File: config.mk
export PLATFORM = sky130hd
export DESIGN_NAME = spm_port
export DESIGN_NICKNAME = d
export VERILOG_FILES = /design/src/spm_pkg.sv /design/src/spm_port.sv
export SDC_FILE = /design/constraint.sdc
export NUM_CORES = 1
export LEC_CHECK = 0
export BUFFER_PORTS_ARGS = -buffer_cell sky130_fd_sc_hd__buf_2
export CAP_MARGIN = 20
export CORE_UTILIZATION = 29
export DETAILED_ROUTE_END_ITERATION = 8
export MAX_ROUTING_LAYER = met4
export PLACE_DENSITY = 0.49
export SLEW_MARGIN = 20
export SYNTH_ARGS = -nofsm -noshare
export SYNTH_HDL_FRONTEND = slang
export SYNTH_SLANG_ARGS = --single-unit
File: constraint.sdc
create_clock -name CLOCK_I -period 3.6 [get_ports CLOCK_I]
set_input_delay 0 -clock CLOCK_I [delete_from_list [all_inputs] [get_ports CLOCK_I]]
set_output_delay 0 -clock CLOCK_I [all_outputs]
set_load 0.01 [all_outputs]
File: src/spm_pkg.sv
// Constants, register map and state type of the SPI master/slave port.
// Assumes a single system clock; the APB offsets below are byte addresses.
`default_nettype none
package spm_pkg;
    // Register byte offsets on the APB slave
    localparam logic [11:0] SPM_MODE_OFS = 12'h000;
    localparam logic [11:0] SPM_FMT_OFS  = 12'h004;
    localparam logic [11:0] SPM_DATA_OFS = 12'h008;
    // Values after reset
    localparam logic [7:0]  SPM_MODE_RST = 8'he0;
    localparam logic [7:0]  SPM_FMT_RST  = 8'h00;
    localparam logic [7:0]  SPM_DATA_RST = 8'h00;
    // serial_mode_control fields
    localparam int          SPM_ROLE_LSB = 5;
    localparam int          SPM_UART_BIT = 4;
    localparam int          SPM_EN_BIT   = 1;
    localparam int          SPM_ICF_BIT  = 0;
    // spi_format_control fields
    localparam int          SPM_POL_BIT  = 5;
    localparam int          SPM_EDGE_BIT = 4;
    localparam int          SPM_MSB_BIT  = 3;
    localparam int          SPM_SELECT_PIN_ENABLE_BIT = 2;
    localparam int          SPM_WRITE_COLLISION_FLAG_BIT = 1;
    localparam int          SPM_TRF_BIT  = 0;
    // role_clock_select codes
    localparam logic [2:0]  SPM_ROLE_DIV4  = 3'h0;
    localparam logic [2:0]  SPM_ROLE_DIV16 = 3'h1;
    localparam logic [2:0]  SPM_ROLE_DIV64 = 3'h2;
    localparam logic [2:0]  SPM_ROLE_SUB   = 3'h3;
    localparam logic [2:0]  SPM_ROLE_TMR   = 3'h4;
    localparam logic [2:0]  SPM_ROLE_SLAVE = 3'h5;
    // Half-period masks of the serial clock divider (2, 8, 32 cycles)
    localparam logic [5:0]  SPM_HALF_DIV4  = 6'h01;
    localparam logic [5:0]  SPM_HALF_DIV16 = 6'h07;
    localparam logic [5:0]  SPM_HALF_DIV64 = 6'h1f;
    // Bits per byte and serial clock edges per master byte
    localparam logic [3:0]  SPM_BITS  = 4'h8;
    localparam logic [4:0]  SPM_EDGES = 5'h10;
    // System clock cycles of one master byte at the divide-by-4 rate
    localparam logic [5:0]  SPM_DIV4_RUN = 6'h20;
    typedef enum logic [0:0] {
        SPM_IDLE = 1'b0,
        SPM_RUN  = 1'b1
    } spm_state_type;
endpackage
`default_nettype wire

File: src/spm_port.sv
// SPI master/slave port with an APB register slave.
// Assumes pin inputs synchronous to CLOCK_I; output enables are active low.
`timescale 1ns/1ps
`default_nettype none
module spm_port
    import spm_pkg::*;
#(
    parameter int ADDR_W = 12
)(
    input  wire logic              CLOCK_I,
    input  wire logic              RESETN_I,
    input  wire logic              PSEL_I,
    input  wire logic              PENABLE_I,
    input  wire logic              PWRITE_I,
    input  wire logic [ADDR_W-1:0] PADDR_I,
    input  wire logic [31:0]       PWDATA_I,
    output logic      [31:0]       PRDATA_O,
    output logic                   PREADY_O,
    output logic                   PSLVERR_O,
    input  wire logic              SUB_TICK_I,
    input  wire logic              TMR_MATCH_I,
    input  wire logic              SCK_I,
    output logic                   SCK_O,
    output logic                   SCK_OE_N_O,
    input  wire logic              SDI_I,
    output logic                   SDO_O,
    output logic                   SDO_OE_N_O,
    input  wire logic              SCS_N_I,
    output logic                   SCS_N_O,
    output logic                   SCS_OE_N_O
);

    function automatic logic spm_half_tick(input logic [2:0] role, input logic [5:0] cnt,
                                           input logic sub, input logic tmr);
        case (role)
            SPM_ROLE_DIV4:  return (cnt & SPM_HALF_DIV4) == SPM_HALF_DIV4;
            SPM_ROLE_DIV16: return (cnt & SPM_HALF_DIV16) == SPM_HALF_DIV16;
            SPM_ROLE_DIV64: return (cnt & SPM_HALF_DIV64) == SPM_HALF_DIV64;
            SPM_ROLE_SUB:   return sub;
            SPM_ROLE_TMR:   return tmr;
            default:        return 1'b0;
        endcase
    endfunction

    logic [7:0]    mode_reg;
    logic [7:0]    fmt_reg;
    logic [7:0]    data_reg;
    logic [7:0]    shift_reg;
    logic [3:0]    cap_cnt;
    logic [4:0]    tog_cnt;
    logic [5:0]    div_cnt;
    logic          sck_in_d;
    logic          scs_in_d;
    spm_state_type state;
    spm_state_type next_state;

    // Field views
    wire [2:0] role     = mode_reg[SPM_ROLE_LSB +: 3];
    wire       iface_en = mode_reg[SPM_EN_BIT];
    wire       uart_sel = mode_reg[SPM_UART_BIT];
    wire       pol      = fmt_reg[SPM_POL_BIT];
    wire       cap_sel  = fmt_reg[SPM_EDGE_BIT];
    wire       msb_sel  = fmt_reg[SPM_MSB_BIT];
    wire       select_pin_enable     = fmt_reg[SPM_SELECT_PIN_ENABLE_BIT];

    wire spi_on    = iface_en && !uart_sel && role <= SPM_ROLE_SLAVE;
    wire is_master = spi_on && role < SPM_ROLE_SLAVE;
    wire is_slave  = spi_on && role == SPM_ROLE_SLAVE;
    wire idle_lvl  = ~pol;
    wire cap_rise  = (pol == cap_sel);
    wire sel_ok    = !select_pin_enable || !SCS_N_I;
    wire busy      = (state == SPM_RUN) || (cap_cnt != 4'h0);

    // APB decode; one wait state, then the access completes
    wire apb_acc  = PSEL_I && PENABLE_I && PREADY_O;
    wire apb_sel  = PSEL_I && PENABLE_I && !PREADY_O;
    wire hit_mode = PADDR_I[11:0] == SPM_MODE_OFS;
    wire hit_fmt  = PADDR_I[11:0] == SPM_FMT_OFS;
    wire hit_data = PADDR_I[11:0] == SPM_DATA_OFS;
    wire mapped   = hit_mode || hit_fmt || hit_data;
    wire wr_mode  = apb_acc && PWRITE_I && hit_mode;
    wire wr_fmt   = apb_acc && PWRITE_I && hit_fmt;
    wire wr_data  = apb_acc && PWRITE_I && hit_data;
    wire wr_ok    = wr_data && !busy;
    wire collide  = wr_data && busy;
    wire start    = wr_ok && is_master;
    wire [7:0] rd_mux = hit_mode ? mode_reg : hit_fmt ? fmt_reg : hit_data ? data_reg : 8'h00;

    // Serial edges: master from its divider, SUB_TICK_I or TMR_MATCH_I, slave from the sampled pin
    wire tick     = spm_half_tick(role, div_cnt, SUB_TICK_I, TMR_MATCH_I);
    // The first edge waits a cycle after start so data out leads it on the pin
    wire m_edge   = (state == SPM_RUN) && tick && (div_cnt != 6'h00 || tog_cnt != 5'h00);
    wire s_edge   = is_slave && sel_ok && (SCK_I != sck_in_d);
    wire new_lvl  = is_master ? ~SCK_O : SCK_I;
    wire is_cap   = (m_edge || s_edge) && (new_lvl == cap_rise);
    wire sdi_bit  = SDI_I;
    wire [7:0] next_shift = msb_sel ? {shift_reg[6:0], sdi_bit} : {sdi_bit, shift_reg[7:1]};
    wire out_bit  = msb_sel ? shift_reg[7] : shift_reg[0];
    wire byte_done = is_cap && (cap_cnt == SPM_BITS - 4'h1);
    wire inc_evt  = is_slave && select_pin_enable && SCS_N_I && !scs_in_d && (cap_cnt != 4'h0);
    // Software writing the incomplete flag never reaches this set term
    wire trf_set  = byte_done || inc_evt;
    wire last_tog = m_edge && (tog_cnt == SPM_EDGES - 5'h01);

    // Flags: a hardware set wins over a software write in the same cycle
    wire [7:0] next_mode = {wr_mode ? PWDATA_I[7:1] : mode_reg[7:1],
                            inc_evt | (wr_mode ? PWDATA_I[0] : mode_reg[0])};
    wire [7:0] next_fmt  = {wr_fmt ? PWDATA_I[7:2] : fmt_reg[7:2],
                            collide | (wr_fmt ? PWDATA_I[1] : fmt_reg[1]),
                            trf_set | (wr_fmt ? PWDATA_I[0] : fmt_reg[0])};

    wire next_sdo  = (busy || (is_slave && sel_ok)) ? out_bit : 1'b1;

    always_comb
    begin
        case (state)
            SPM_IDLE: next_state = start ? SPM_RUN : SPM_IDLE;
            SPM_RUN:  next_state = (!spi_on || last_tog) ? SPM_IDLE : SPM_RUN;
            default:  next_state = SPM_IDLE;
        endcase
    end

    // Control registers reset only here, never on an enable edge
    always_ff @(posedge CLOCK_I)
    begin
        if (!RESETN_I)
        begin
            mode_reg <= SPM_MODE_RST;
            fmt_reg  <= SPM_FMT_RST;
        end
        else
        begin
            mode_reg <= next_mode;
            fmt_reg  <= next_fmt;
        end
    end

    // Data register only loads the whole byte, so a read mid-byte shows the last one
    always_ff @(posedge CLOCK_I)
    begin
        if (!RESETN_I)
            data_reg <= SPM_DATA_RST;
        else if (byte_done && spi_on)
            data_reg <= next_shift;
        else if (wr_ok)
            data_reg <= PWDATA_I[7:0];
    end

    always_ff @(posedge CLOCK_I)
    begin
        if (!RESETN_I)
            shift_reg <= SPM_DATA_RST;
        else if (wr_ok)
            shift_reg <= PWDATA_I[7:0];
        else if (is_cap)
            shift_reg <= next_shift;
    end

    always_ff @(posedge CLOCK_I)
    begin
        if (!RESETN_I || !spi_on || inc_evt || byte_done)
            cap_cnt <= 4'h0;
        else if (is_cap)
            cap_cnt <= cap_cnt + 4'h1;
    end

    // Clocking runs from the system clock alone, so idle modes that keep it keep the port
    always_ff @(posedge CLOCK_I)
    begin
        if (!RESETN_I)
            state <= SPM_IDLE;
        else
            state <= next_state;
    end

    always_ff @(posedge CLOCK_I)
    begin
        if (!RESETN_I || start)
        begin
            tog_cnt <= 5'h00;
            div_cnt <= 6'h00;
        end
        else if (state == SPM_RUN)
        begin
            div_cnt <= div_cnt + 6'h01;
            tog_cnt <= m_edge ? tog_cnt + 5'h01 : tog_cnt;
        end
    end

    // Polarity changes while idle reach the pin a cycle after the register; mid-byte changes wait for the byte to end
    always_ff @(posedge CLOCK_I)
    begin
        if (!RESETN_I)
            SCK_O <= 1'b1;
        else if (state != SPM_RUN)
            SCK_O <= idle_lvl;
        else if (m_edge)
            SCK_O <= ~SCK_O;
    end

    always_ff @(posedge CLOCK_I)
    begin
        if (!RESETN_I)
        begin
            sck_in_d   <= 1'b0;
            scs_in_d   <= 1'b1;
            SDO_O      <= 1'b1;
            SDO_OE_N_O <= 1'b1;
            SCK_OE_N_O <= 1'b1;
            SCS_N_O    <= 1'b1;
            SCS_OE_N_O <= 1'b1;
        end
        else
        begin
            sck_in_d   <= SCK_I;
            scs_in_d   <= SCS_N_I;
            SDO_O      <= next_sdo;
            SDO_OE_N_O <= !spi_on;
            SCK_OE_N_O <= !is_master;
            // Select trails the last clock edge by a cycle so the slave still takes it
            SCS_N_O    <= next_state != SPM_RUN && state != SPM_RUN;
            SCS_OE_N_O <= !(is_master && select_pin_enable);
        end
    end

    always_ff @(posedge CLOCK_I)
    begin
        if (!RESETN_I)
        begin
            PREADY_O  <= 1'b0;
            PRDATA_O  <= 32'h0000_0000;
            PSLVERR_O <= 1'b0;
        end
        else
        begin
            PREADY_O  <= apb_sel;
            PRDATA_O  <= (apb_sel && !PWRITE_I) ? {24'h00_0000, rd_mux} : 32'h0000_0000;
            PSLVERR_O <= apb_sel && !mapped;
        end
    end

    // Helper for checking the length of a master byte
    logic [5:0] run_len;
    always_ff @(posedge CLOCK_I)
    begin
        if (!RESETN_I || start)
            run_len <= 6'h00;
        else if (state == SPM_RUN)
            run_len <= run_len + 6'h01;
    end
endmodule
`default_nettype wire

==> flow_metrics.env, run 1 <==
export IMPL_cts_root_buf="clkbuf_16"
export IMPL_synth_edff_count=0
export IMPL_fin_crit_ps=2620
export IMPL_ys_ff_latch=66
export IMPL_drtPass1Iterations=6
export IMPL_cts_setup_buffers=0
export IMPL_synth_most_common_cell="dfxtp_1"
export IMPL_hold_path_class="input pin to register"
export IMPL_coreArea_um2=11500
export IMPL_yosys_top_cells_area="dfxtp_1 38%, mux2i_1 7.5%, buf_4 5.7%, mux2_2 5.2%, ha_1 3.3%"
export IMPL_cts_buffers=9
export IMPL_seq_area_frac_synth_pct=38.3
export IMPL_fin_nets=481
export IMPL_tns_ps=0
export IMPL_netlist_area_um2=3450
export IMPL_pin_count=94
export IMPL_syn_avg_cell_area_um2=9.27
export IMPL_final_area_um2=4050
export IMPL_leakagePower_nw=1.59
export IMPL_drive_gt1_share_pct=22.7
export IMPL_placed_cell_area_um2=3670
export IMPL_synth_top_area_cell="dfxtp_1"
export IMPL_antenna_found_initial=0
export IMPL_clk_pin_slew_ps=50
export IMPL_synthFlopType="dfxtp_1"
export IMPL_report_final_hold_viol_count=0
export IMPL_grt_pass1_wl_um=13200
export IMPL_gp_congestion=0.732
export IMPL_crit_fanout=26
export IMPL_cp_endpoint="div_cnt[4]"
export IMPL_ys_types=52
export IMPL_grt_pass1_vias=2606
export IMPL_initial_utilization_pct=29.9
export IMPL_setup_worst_path_start="state"
export IMPL_rows=39
export IMPL_ant_nets=0
export IMPL_dp_slack_ps=961
export IMPL_cts_path_max_buffers=2
export IMPL_synth_top_area_share_pct=38.3
export IMPL_viasPerCell=4.80
export IMPL_fp_dieH_um=111
export IMPL_dpl_hpwl_um=5640
export IMPL_drt_wl_total_um=7900
export IMPL_grt_total_usage_pct=14.1
export IMPL_finalSetupViolCount=0
export IMPL_setup_ws_ps=983
export IMPL_rsz0062_at_grt="no"
export IMPL_endpoint_kind="register"
export IMPL_critPathArrivalTime_ps=2820
export IMPL_reg2reg_to="div_cnt[4]"
export IMPL_worst_ep_required_time_ps=3800
export IMPL_skew_ps=6.11
export IMPL_fin_crit_sh_pct=72.7
export IMPL_wl_per_cell_um=14.0
export IMPL_min_path_cells=3
export IMPL_status="complete, but fails checks"
export IMPL_clkLatencyLatePin_ps=330
export IMPL_dieArea_um2=12300
export IMPL_cts_tree="built"
export IMPL_slew_headroom_pct=51.8
export IMPL_failed_checks="design-rule violations"
export IMPL_yosysWarnings=0
export IMPL_peakVddDrop_mv=0.241
export IMPL_routed_via_count=2714
export IMPL_async_flop_share_pct=0
export IMPL_worst_pin_slew_ps=716
export IMPL_drc=15
export IMPL_synth_commonest_cells="66 x dfxtp_1, 29 x nor2_1, 26 x buf_4, 26 x mux2i_1, 25 x nand2_1"
export IMPL_antenna_cells=0
export IMPL_rrSetupSlack_ps=980
export IMPL_crit_type="register to register"
export IMPL_area_growth_syn_to_layout_pct=17.5
export IMPL_htree_levels=3
export IMPL_r2r_start="state"
export IMPL_numPortBuffers=45
export IMPL_cts_sinks=66
export IMPL_drt_iter0_drc=151
export IMPL_drv_slew=0
export IMPL_cp_start_kind="register"
export IMPL_power_density_nw_per_um2=416
export IMPL_ff2ff_path_depth=7
export IMPL_grt_ovfl_total=0
export IMPL_grt_max_degree=34
export IMPL_fillers=1181
export IMPL_synthCells=372
export IMPL_maxCapViolCount=0
export IMPL_die_w_um=111
export IMPL_fmax_mhz=382
per-layer routing:
| metal | track usage (%) | share of wire (%) |
|---|---|---|
| met4 | 7.12 | 2.7 |
| met2 | 21.6 | 45 |
| met5 | - | 0 |
| met3 | 2.62 | 5.7 |
| met1 | 17.7 | 47 |
worst max-delay path, stage by stage (launching register included):
cell and delay, ps:
dfxtp_1 460, or4b_2 790, nor2_1 110, and2_1 130, buf_4 290, and3_1 220
nand2b_1 370, nor2_1 100
cells by family after synthesis:
family / Yosys count / share of synthesized area [%]
buf+inv: 57 / 9.87
other cells: 1 / 0.109
xor+xnor: 9 / 2.29
mux: 43 / 13.4
fa+ha+maj: 9 / 3.27
simple gates: 138 / 21.7
flops: 66 / 38.3
compound gates: 49 / 11.0
through the flow:
stage                     utilization, %  hold slack [ps]  power (W)  std cells
after floorplan                        -              101   0.000805        395
after global placement              31.9              234   0.000814        542
after detailed placement            31.9              227   0.000814        542
after CTS                           35.2             2.01    0.00171        566
after global routing                35.2             11.5    0.00175        566
final                               35.2             7.44    0.00168        566
what timing repair did:
action,in CTS,in global routing
hold buffers,8,0
gates resized for setup,0,0
hold endpoints to repair,10,0
cells in the final DEF, fill, tap and decap left out, types with 3 or more instances in the layout:
| master | n |
|---|---|
| a21bo_2 | 8 |
| a21boi_0 | 4 |
| a21oi_1 | 6 |
| a22oi_1 | 8 |
| and3_1 | 4 |
| and3b_1 | 4 |
| buf_2 | 45 |
| buf_4 | 4 |
| clkbuf_1 | 3 |
| clkbuf_16 | 9 |
| conb_1 | 24 |
| dfxtp_1 | 66 |
| dlygate4sd3_1 | 8 |
| ha_1 | 9 |
| inv_1 | 12 |
| mux2_2 | 16 |
| mux2i_1 | 26 |
| nand2_1 | 25 |
| nand2b_1 | 12 |
| nand3_1 | 13 |
| nand4_1 | 5 |
| nor2_1 | 29 |
| nor2b_1 | 11 |
| nor3_1 | 13 |
| o21ai_0 | 7 |
| o31a_1 | 7 |
| or2_2 | 3 |
| or4_1 | 3 |
| xnor2_1 | 6 |
| xor2_1 | 3 |
power by group:
group          switching, W  internal, W
sequential      0.000000810     0.000733
combinational     0.0000436    0.0000276
clock              0.000305     0.000573
total              0.000350      0.00133
worst min path at each step:
stage | from | endpoint | slack (ps)
after floorplan | SCS_N_I | scs_in_d | 100
after global placement | SCS_N_I | scs_in_d | 230
after detailed placement | SCS_N_I | scs_in_d | 230
after CTS | PSEL_I | PREADY_O | 2
after global routing | PWDATA_I[4] | fmt_reg[4] | 10
final | PWDATA_I[4] | fmt_reg[4] | 7
cell type report:
type | count | area (um2) | area share [%]
inverter | 12 | 45.0 | 1.11
sequential | 66 | 1320 | 32.6
multi-input combinational | 272 | 1870 | 46.2
tap | 143 | 179 | 4.42
clock buffer | 14 | 264 | 6.52
timing repair buffer | 57 | 335 | 8.28
clock inverter | 2 | 35.0 | 0.865
Power figures use the tool's default switching activity.
==> run 2: changes to the inputs <==
Settings changed: ABC_AREA set to 1, PLACE_DENSITY 0.49 to 0.51.
Clock period 3.6 ns to 2.3 ns, I/O delays scaled along.
==> run 2 against run 1 <==
Net effect:
- the run now ends clean
- synthesized cell count up 31%
- clock skew decreased by 0.60 ps
- total power rose by 55%
- sequential share of layout area is 0.70 points lower
- die area down 0.61%
- clock-buffer cell count fell by 5
- worst setup slack worse by 750 ps
- sequential power increased by 57%
- cell area grew 2.2%
- cell count is 23% higher
- clock power increased by 54%
- routed wire length is 11% higher
- critical path type unchanged
- highest routed layer unchanged
==> flow_metrics.env, run 2 <==
export IMPL_status="finished, final reports clean"
export IMPL_area_growth_syn_to_layout_pct=20.9
export IMPL_netlist_area_um2=3430
export IMPL_die_w_um=111
export IMPL_worst_pin_slew_ps=549
export IMPL_rrSetupSlack_ps=230
export IMPL_final_area_um2=4140
export IMPL_cts_tree="built"
export IMPL_antenna_cells=0
export IMPL_synth_top_area_share_pct=38.6
export IMPL_critPathArrivalTime_ps=2280
export IMPL_cts_sinks=66
export IMPL_synth_top_area_cell="dfxtp_1"
export IMPL_max_stage_delay_ps=380
export IMPL_finalSetupViolCount=0
export IMPL_endpoint_kind="register"
export IMPL_skew_ps=5.51
export IMPL_fp_dieH_um=111
export IMPL_clkLatencyLatePin_ps=330
export IMPL_clk_pin_slew_ps=60
export IMPL_crit_slowest_cell="dfxtp_1"
export IMPL_syn_avg_cell_area_um2=7.05
export IMPL_synthCells=486
export IMPL_cts_buffers=9
export IMPL_drv_slew=0
export IMPL_fmax_mhz=484
export IMPL_power_density_nw_per_um2=631
export IMPL_placed_cell_area_um2=3740
export IMPL_drt_iter0_drc=107
export IMPL_seq_area_frac_synth_pct=38.6
export IMPL_synth_edff_count=0
export IMPL_initial_utilization_pct=29.9
export IMPL_final_common_cell="nand2_1"
export IMPL_report_final_hold_viol_count=0
export IMPL_grt_pass1_wl_um=14700
export IMPL_peakVddDrop_mv=0.300
export IMPL_gp_congestion=0.804
export IMPL_async_flop_share_pct=0
export IMPL_viasPerCell=4.54
export IMPL_rows=39
export IMPL_grt_ovfl_total=0
export IMPL_final_cell_mix="112 x nand2_1, 66 x dfxtp_1, 56 x inv_1, 46 x o21ai_0, 45 x buf_2"
export IMPL_synthFlopType="dfxtp_1"
export IMPL_cts_path_max_buffers=2
export IMPL_synth_most_common_cell="nand2_1"
export IMPL_fin_crit_sh_pct=89.8
export IMPL_antenna_found_initial=0
export IMPL_numPortBuffers=45
export IMPL_synth_commonest_cells="112 x nand2_1, 66 x dfxtp_1, 56 x inv_1"
export IMPL_leakagePower_nw=1.76
export IMPL_slew_headroom_pct=63.1
export IMPL_ant_nets=0
export IMPL_drive_gt1_share_pct=17.2
export IMPL_coreArea_um2=11500
export IMPL_cp_cell_sequence="ha_1 -> nand2_1 -> nor2_1 -> ha_1 -> inv_1 -> nand2_1 -> nand3_1 -> nand3_1 -> nand3_1 -> nand2_4 -> nand3_2 -> nor2_4 -> nand2_1 -> nand2_1 -> a21oi_2"
export IMPL_ys_types=36
export IMPL_crit_top_cell="nand2_1"
export IMPL_pin_count=94
export IMPL_drt_wl_total_um=8800
export IMPL_fin_crit_ps=2070
export IMPL_crit_type="register to register"
export IMPL_dieArea_um2=12300
export IMPL_cp_start_kind="register"
export IMPL_rsz0062_at_grt="yes"
export IMPL_wl_per_cell_um=12.6
export IMPL_routed_via_count=3161
export IMPL_fin_nets=611
export IMPL_worst_ep_required_time_ps=2520
export IMPL_maxCapViolCount=0
export IMPL_crit_fanout=8
export IMPL_drtPass1Iterations=4
export IMPL_drc=0
export IMPL_whs_ps=31.7
export IMPL_hold_path_class="input pin to register"
export IMPL_dpl_hpwl_um=6530
export IMPL_cp_top_family="simple AND/OR/NAND/NOR gates"
export IMPL_yosysWarnings=0
export IMPL_ys_ff_latch=66
export IMPL_fillers=1215
export IMPL_cts_setup_buffers=0
export IMPL_grt_pass1_vias=3041
export IMPL_grt_total_usage_pct=15.6
export IMPL_crit_buf_inv=1
export IMPL_htree_levels=3
export IMPL_cts_root_buf="clkbuf_16"
export IMPL_grt_max_degree=24
export IMPL_yosys_top_cells_area="dfxtp_1 39%, nand2_1 12%, o21ai_0 6.7%, inv_1 6.1%, a21oi_1 6.0%"
## run 2: logic make-up (layout without fill, tap and decap cells)
family | count (synthesis) | after routing | share of synthesized area [%]
compound gates | 99 | 99 | 15.3
xor+xnor | 5 | 5 | 1.28
fa+ha+maj | 9 | 9 | 3.29
buf+inv | 97 | 141 | 13.8
flops | 66 | 66 | 38.6
mux | 2 | 2 | 0.584
other cells | 1 | 24 | 0.109
simple gates | 207 | 207 | 27.1
## run 2: layout make-up
| class | instances | area (um2) | share of cell area (%) |
|---|---|---|---|
| Sequential cell | 66 | 1320 | 31.9 |
| Timing Repair Buffer | 64 | 393 | 9.49 |
| Clock inverter | 7 | 70.1 | 1.69 |
| Tap cell | 143 | 179 | 4.32 |
| Inverter | 61 | 229 | 5.53 |
| Clock buffer | 9 | 225 | 5.44 |
| Multi-Input combinational cell | 346 | 1720 | 41.6 |
## run 2: report_power, final
group	leakage (nW)	total [W]	internal, W	switching [W]
clock	0.145	0.00135	0.000835	0.000514
combinational	1.09	0.000115	0.0000413	0.0000740
sequential	0.533	0.00115	0.00115	0.00000124
## run 2: worst paths after layout
| kind | from | cells after the start | to |
|---|---|---|---|
| hold / removal | PWDATA_I[4] | 3 | fmt_reg[4] |
| setup reg to reg | div_cnt[0] | 15 | data_reg[5] |
| hold reg to reg | fmt_reg[6] | 2 | fmt_reg[6] |
| setup / recovery | div_cnt[0] | 15 | data_reg[5] |
## run 2: stage by stage
stage / cells / setup TNS, ps / setup WS [ps] / util (%) / total power [W]
floorplan: 509 / 0 / 549 / - / 0.00125
detailed placement: 670 / 0 / 175 / 32.6 / 0.00127
CTS: 696 / 0 / 149 / 36.1 / 0.00265
global placement: 670 / 0 / 211 / 32.6 / 0.00127
finish: 696 / 0 / 234 / 36.1 / 0.00261
global route: 696 / -3.34 / -3.34 / 36.1 / 0.00271
## run 2: layer usage
layer / wire length [um] / track usage [%] / vias to the layer above
li1: - / - / 1636
met1: 4220 / 19.3 / 1426
met2: 4010 / 24.8 / 91
met3: 466 / 4.16 / 8
met4: 99 / 4.80 / 0
met5: 0 / - / -
## run 2: timing repair
item | in CTS | in global routing
hold buffers | 10 | 0
resized for setup | 0 | 1
hold endpoints to repair | 9 | 0
endpoints found under the setup margin | 0 | 5
## run 2: worst register-to-register path: cells and delay by family, from the launching register on
| family | cells | cell delay, ps |
|---|---|---|
| flops | 1 | 380 |
| simple gates | 11 | 1150 |
| compound gates | 1 | 50 |
| fa+ha+maj | 2 | 320 |
| buf+inv | 1 | 30 |
==> run 3: changes to the inputs <==
Settings changed: CORE_ASPECT_RATIO set to 1.25.
==> run 3 against run 2 <==
Net effect:
- combinational power about the same
- utilization decreased by 0.26 points
- first-iteration DRC count up 53%
- maximum frequency is 1.3% lower
- critical path depth unchanged
- routed wire length is 1.7% lower
==> flow_metrics.env, run 3 (synthesized netlist as in run 2, its figures left out) <==
export IMPL_tns_ps=0
export IMPL_worst_ep_required_time_ps=2560
export IMPL_coreArea_um2=11600
export IMPL_fin_crit_ps=2090
export IMPL_rrSetupSlack_ps=210
export IMPL_reg2reg_to="shift_reg[2]"
export IMPL_p_int_w=0.00219
export IMPL_grt_ovfl_total=0
export IMPL_grt_pass1_wl_um=14100
export IMPL_numPortBuffers=45
export IMPL_pin_count=94
export IMPL_max_stage_delay_ps=340
export IMPL_die_w_um=99.2
export IMPL_crit_buf_inv=2
export IMPL_clkLatencyLatePin_ps=330
export IMPL_report_final_hold_viol_count=0
export IMPL_cts_path_max_buffers=2
export IMPL_use_met2_pct=26.8
export IMPL_fin_nets=610
export IMPL_crit_type="register to register"
export IMPL_maxCapViolCount=0
export IMPL_cp_start_kind="register"
export IMPL_worst_pin_slew_ps=602
export IMPL_crit_slowest_cell="dfxtp_1"
export IMPL_min_from="PWDATA_I[2]"
export IMPL_cts_setup_buffers=0
export IMPL_cts_resized=0
export IMPL_power_frac_clock_pct=53.9
export IMPL_clk_pin_slew_ps=50
export IMPL_power_density_nw_per_um2=661
export IMPL_pwr_share_comb_pct=4.2
export IMPL_fmax_mhz=478
export IMPL_drt_wl_total_um=8650
export IMPL_crit_fanout=8
export IMPL_dpl_hpwl_um=6620
export IMPL_status="finished, final reports clean"
export IMPL_final_common_cell="nand2_1"
export IMPL_min_path_cells=3
export IMPL_cts_sinks=66
export IMPL_rows=44
export IMPL_gp_congestion=0.846
export IMPL_fin_crit_sh_pct=91.0
export IMPL_leakagePower_nw=1.76
export IMPL_met3_usage_pct=3.22
export IMPL_whs_endpoint="mode_reg[2]"
export IMPL_antenna_cells=0
export IMPL_grt_max_degree=24
export IMPL_final_area_um2=4140
export IMPL_antenna_found_initial=0
export IMPL_htree_levels=3
export IMPL_grt_total_usage_pct=15.6
export IMPL_cp_top_family="simple AND/OR/NAND/NOR gates"
export IMPL_drtPass1Iterations=4
export IMPL_ant_nets=0
export IMPL_wl_per_cell_um=12.6
export IMPL_grtUsageMet1_pct=16.5
export IMPL_finalSetupViolCount=0
export IMPL_cts_root_buf="clkbuf_16"
export IMPL_drt_iter0_drc=164
export IMPL_initial_utilization_pct=29.6
export IMPL_drc=0
export IMPL_drive_gt1_share_pct=16.7
export IMPL_grt_pass1_vias=2942
export IMPL_fp_dieH_um=124
export IMPL_critPathArrivalTime_ps=2350
export IMPL_p_sw_w=0.000548
export IMPL_slew_headroom_pct=59.5
export IMPL_hold_path_class="input pin to register"
export IMPL_placed_cell_area_um2=3730
export IMPL_cts_hold_buf=9
export IMPL_final_cell_mix="112 x nand2_1, 66 x dfxtp_1, 56 x inv_1, 46 x o21ai_0, 45 x buf_2"
export IMPL_drv_slew=0
export IMPL_top_usage_layer="met2"
export IMPL_viasPerCell=4.61
export IMPL_rsz0062_at_grt="no"
export IMPL_cp_cell_sequence="ha_1 -> nand2_1 -> nor2_1 -> ha_1 -> inv_1 -> nand2_1 -> nand3_1 -> nand3_1 -> nand3_1 -> nand2_4 -> nand2_2 -> nand2_2 -> inv_1 -> nand2_1 -> a21oi_1"
export IMPL_cts_tree="built"
export IMPL_cts_buffers=9
export IMPL_endpoint_kind="register"
export IMPL_skew_ps=8.52
export IMPL_peakVddDrop_mv=0.265
export IMPL_area_growth_syn_to_layout_pct=21.0
export IMPL_netSwitchingFraction_pct=20.0
export IMPL_seqPwrFrac_pct=41.9
export IMPL_routed_via_count=3174
export IMPL_r2r_start="div_cnt[0]"
export IMPL_ff2ff_path_depth=15
export IMPL_dieArea_um2=12300
## run 3: cell types whose count changed in the layout (fill, tap and decap cells not counted), moves of 2 or more
cell | previous run | this run
clkinv_4 | 2 | 0
clkbuf_1 | 0 | 2
clkbuf_8 | 0 | 2
clkinv_2 | 3 | 0
## run 3: power groups by stage
| stage | registers (W) | logic [W] | clock network (W) |
|---|---|---|---|
| finish | 0.00115 | 0.000114 | 0.00148 |
| global route | 0.00115 | 0.000130 | 0.00157 |
| CTS | 0.00115 | 0.000114 | 0.00150 |
| detailed placement | 0.00117 | 0.000103 | 0 |
| global placement | 0.00117 | 0.000103 | 0 |
| floorplan | 0.00117 | 0.0000804 | 0 |
## run 3: worst max path at each step
stage	depth (start not counted)	to	startpoint	slack, ps
floorplan	15	data_reg[5]	div_cnt[0]	550
global placement	15	shift_reg[0]	div_cnt[0]	220
detailed placement	15	shift_reg[2]	div_cnt[0]	210
CTS	15	shift_reg[2]	div_cnt[0]	190
global route	15	shift_reg[0]	div_cnt[0]	5
finish	15	shift_reg[2]	div_cnt[0]	210
## run 3: metal layers
metal / wire (um) / vias to the layer above / part of all wire (%)
li1: - / 1637 / -
met1: 3680 / 1451 / 43
met2: 4410 / 69 / 51
met3: 280 / 17 / 3.2
met4: 283 / 0 / 3.3
met5: 0 / - / 0
## run 3: through the flow
stage	utilization (%)	power, W	setup slack, ps	hold slack, ps	cells
global placement	32.3	0.00128	224	213	665
detailed placement	32.3	0.00128	211	217	665
CTS	35.8	0.00277	187	7.44	689
finish	35.8	0.00274	208	18.7	689
global route	35.8	0.00285	5.04	34.8	689
floorplan	-	0.00125	549	89.5	509
## run 3: area by class of cell
class                   instances  area (um2)
clock buffers                  13         260
clock inverters                 2        60.1
fillers                      1236        7420
inverters                      61         229
multi-input cells             346        1720
flip-flops and latches         66        1320
well taps                     138         173
repair buffers                 63         383
## run 3: worst reg2reg max path, stage by stage (launching register included)
cell,delay [ps]
dfxtp_1,340
ha_1,230
nand2_1,80
nor2_1,40
ha_1,170
inv_1,50
nand2_1,40
nand3_1,60
nand3_1,70
nand3_1,140
nand2_4,90
nand2_2,180
nand2_2,150
inv_1,170
nand2_1,80
a21oi_1,140
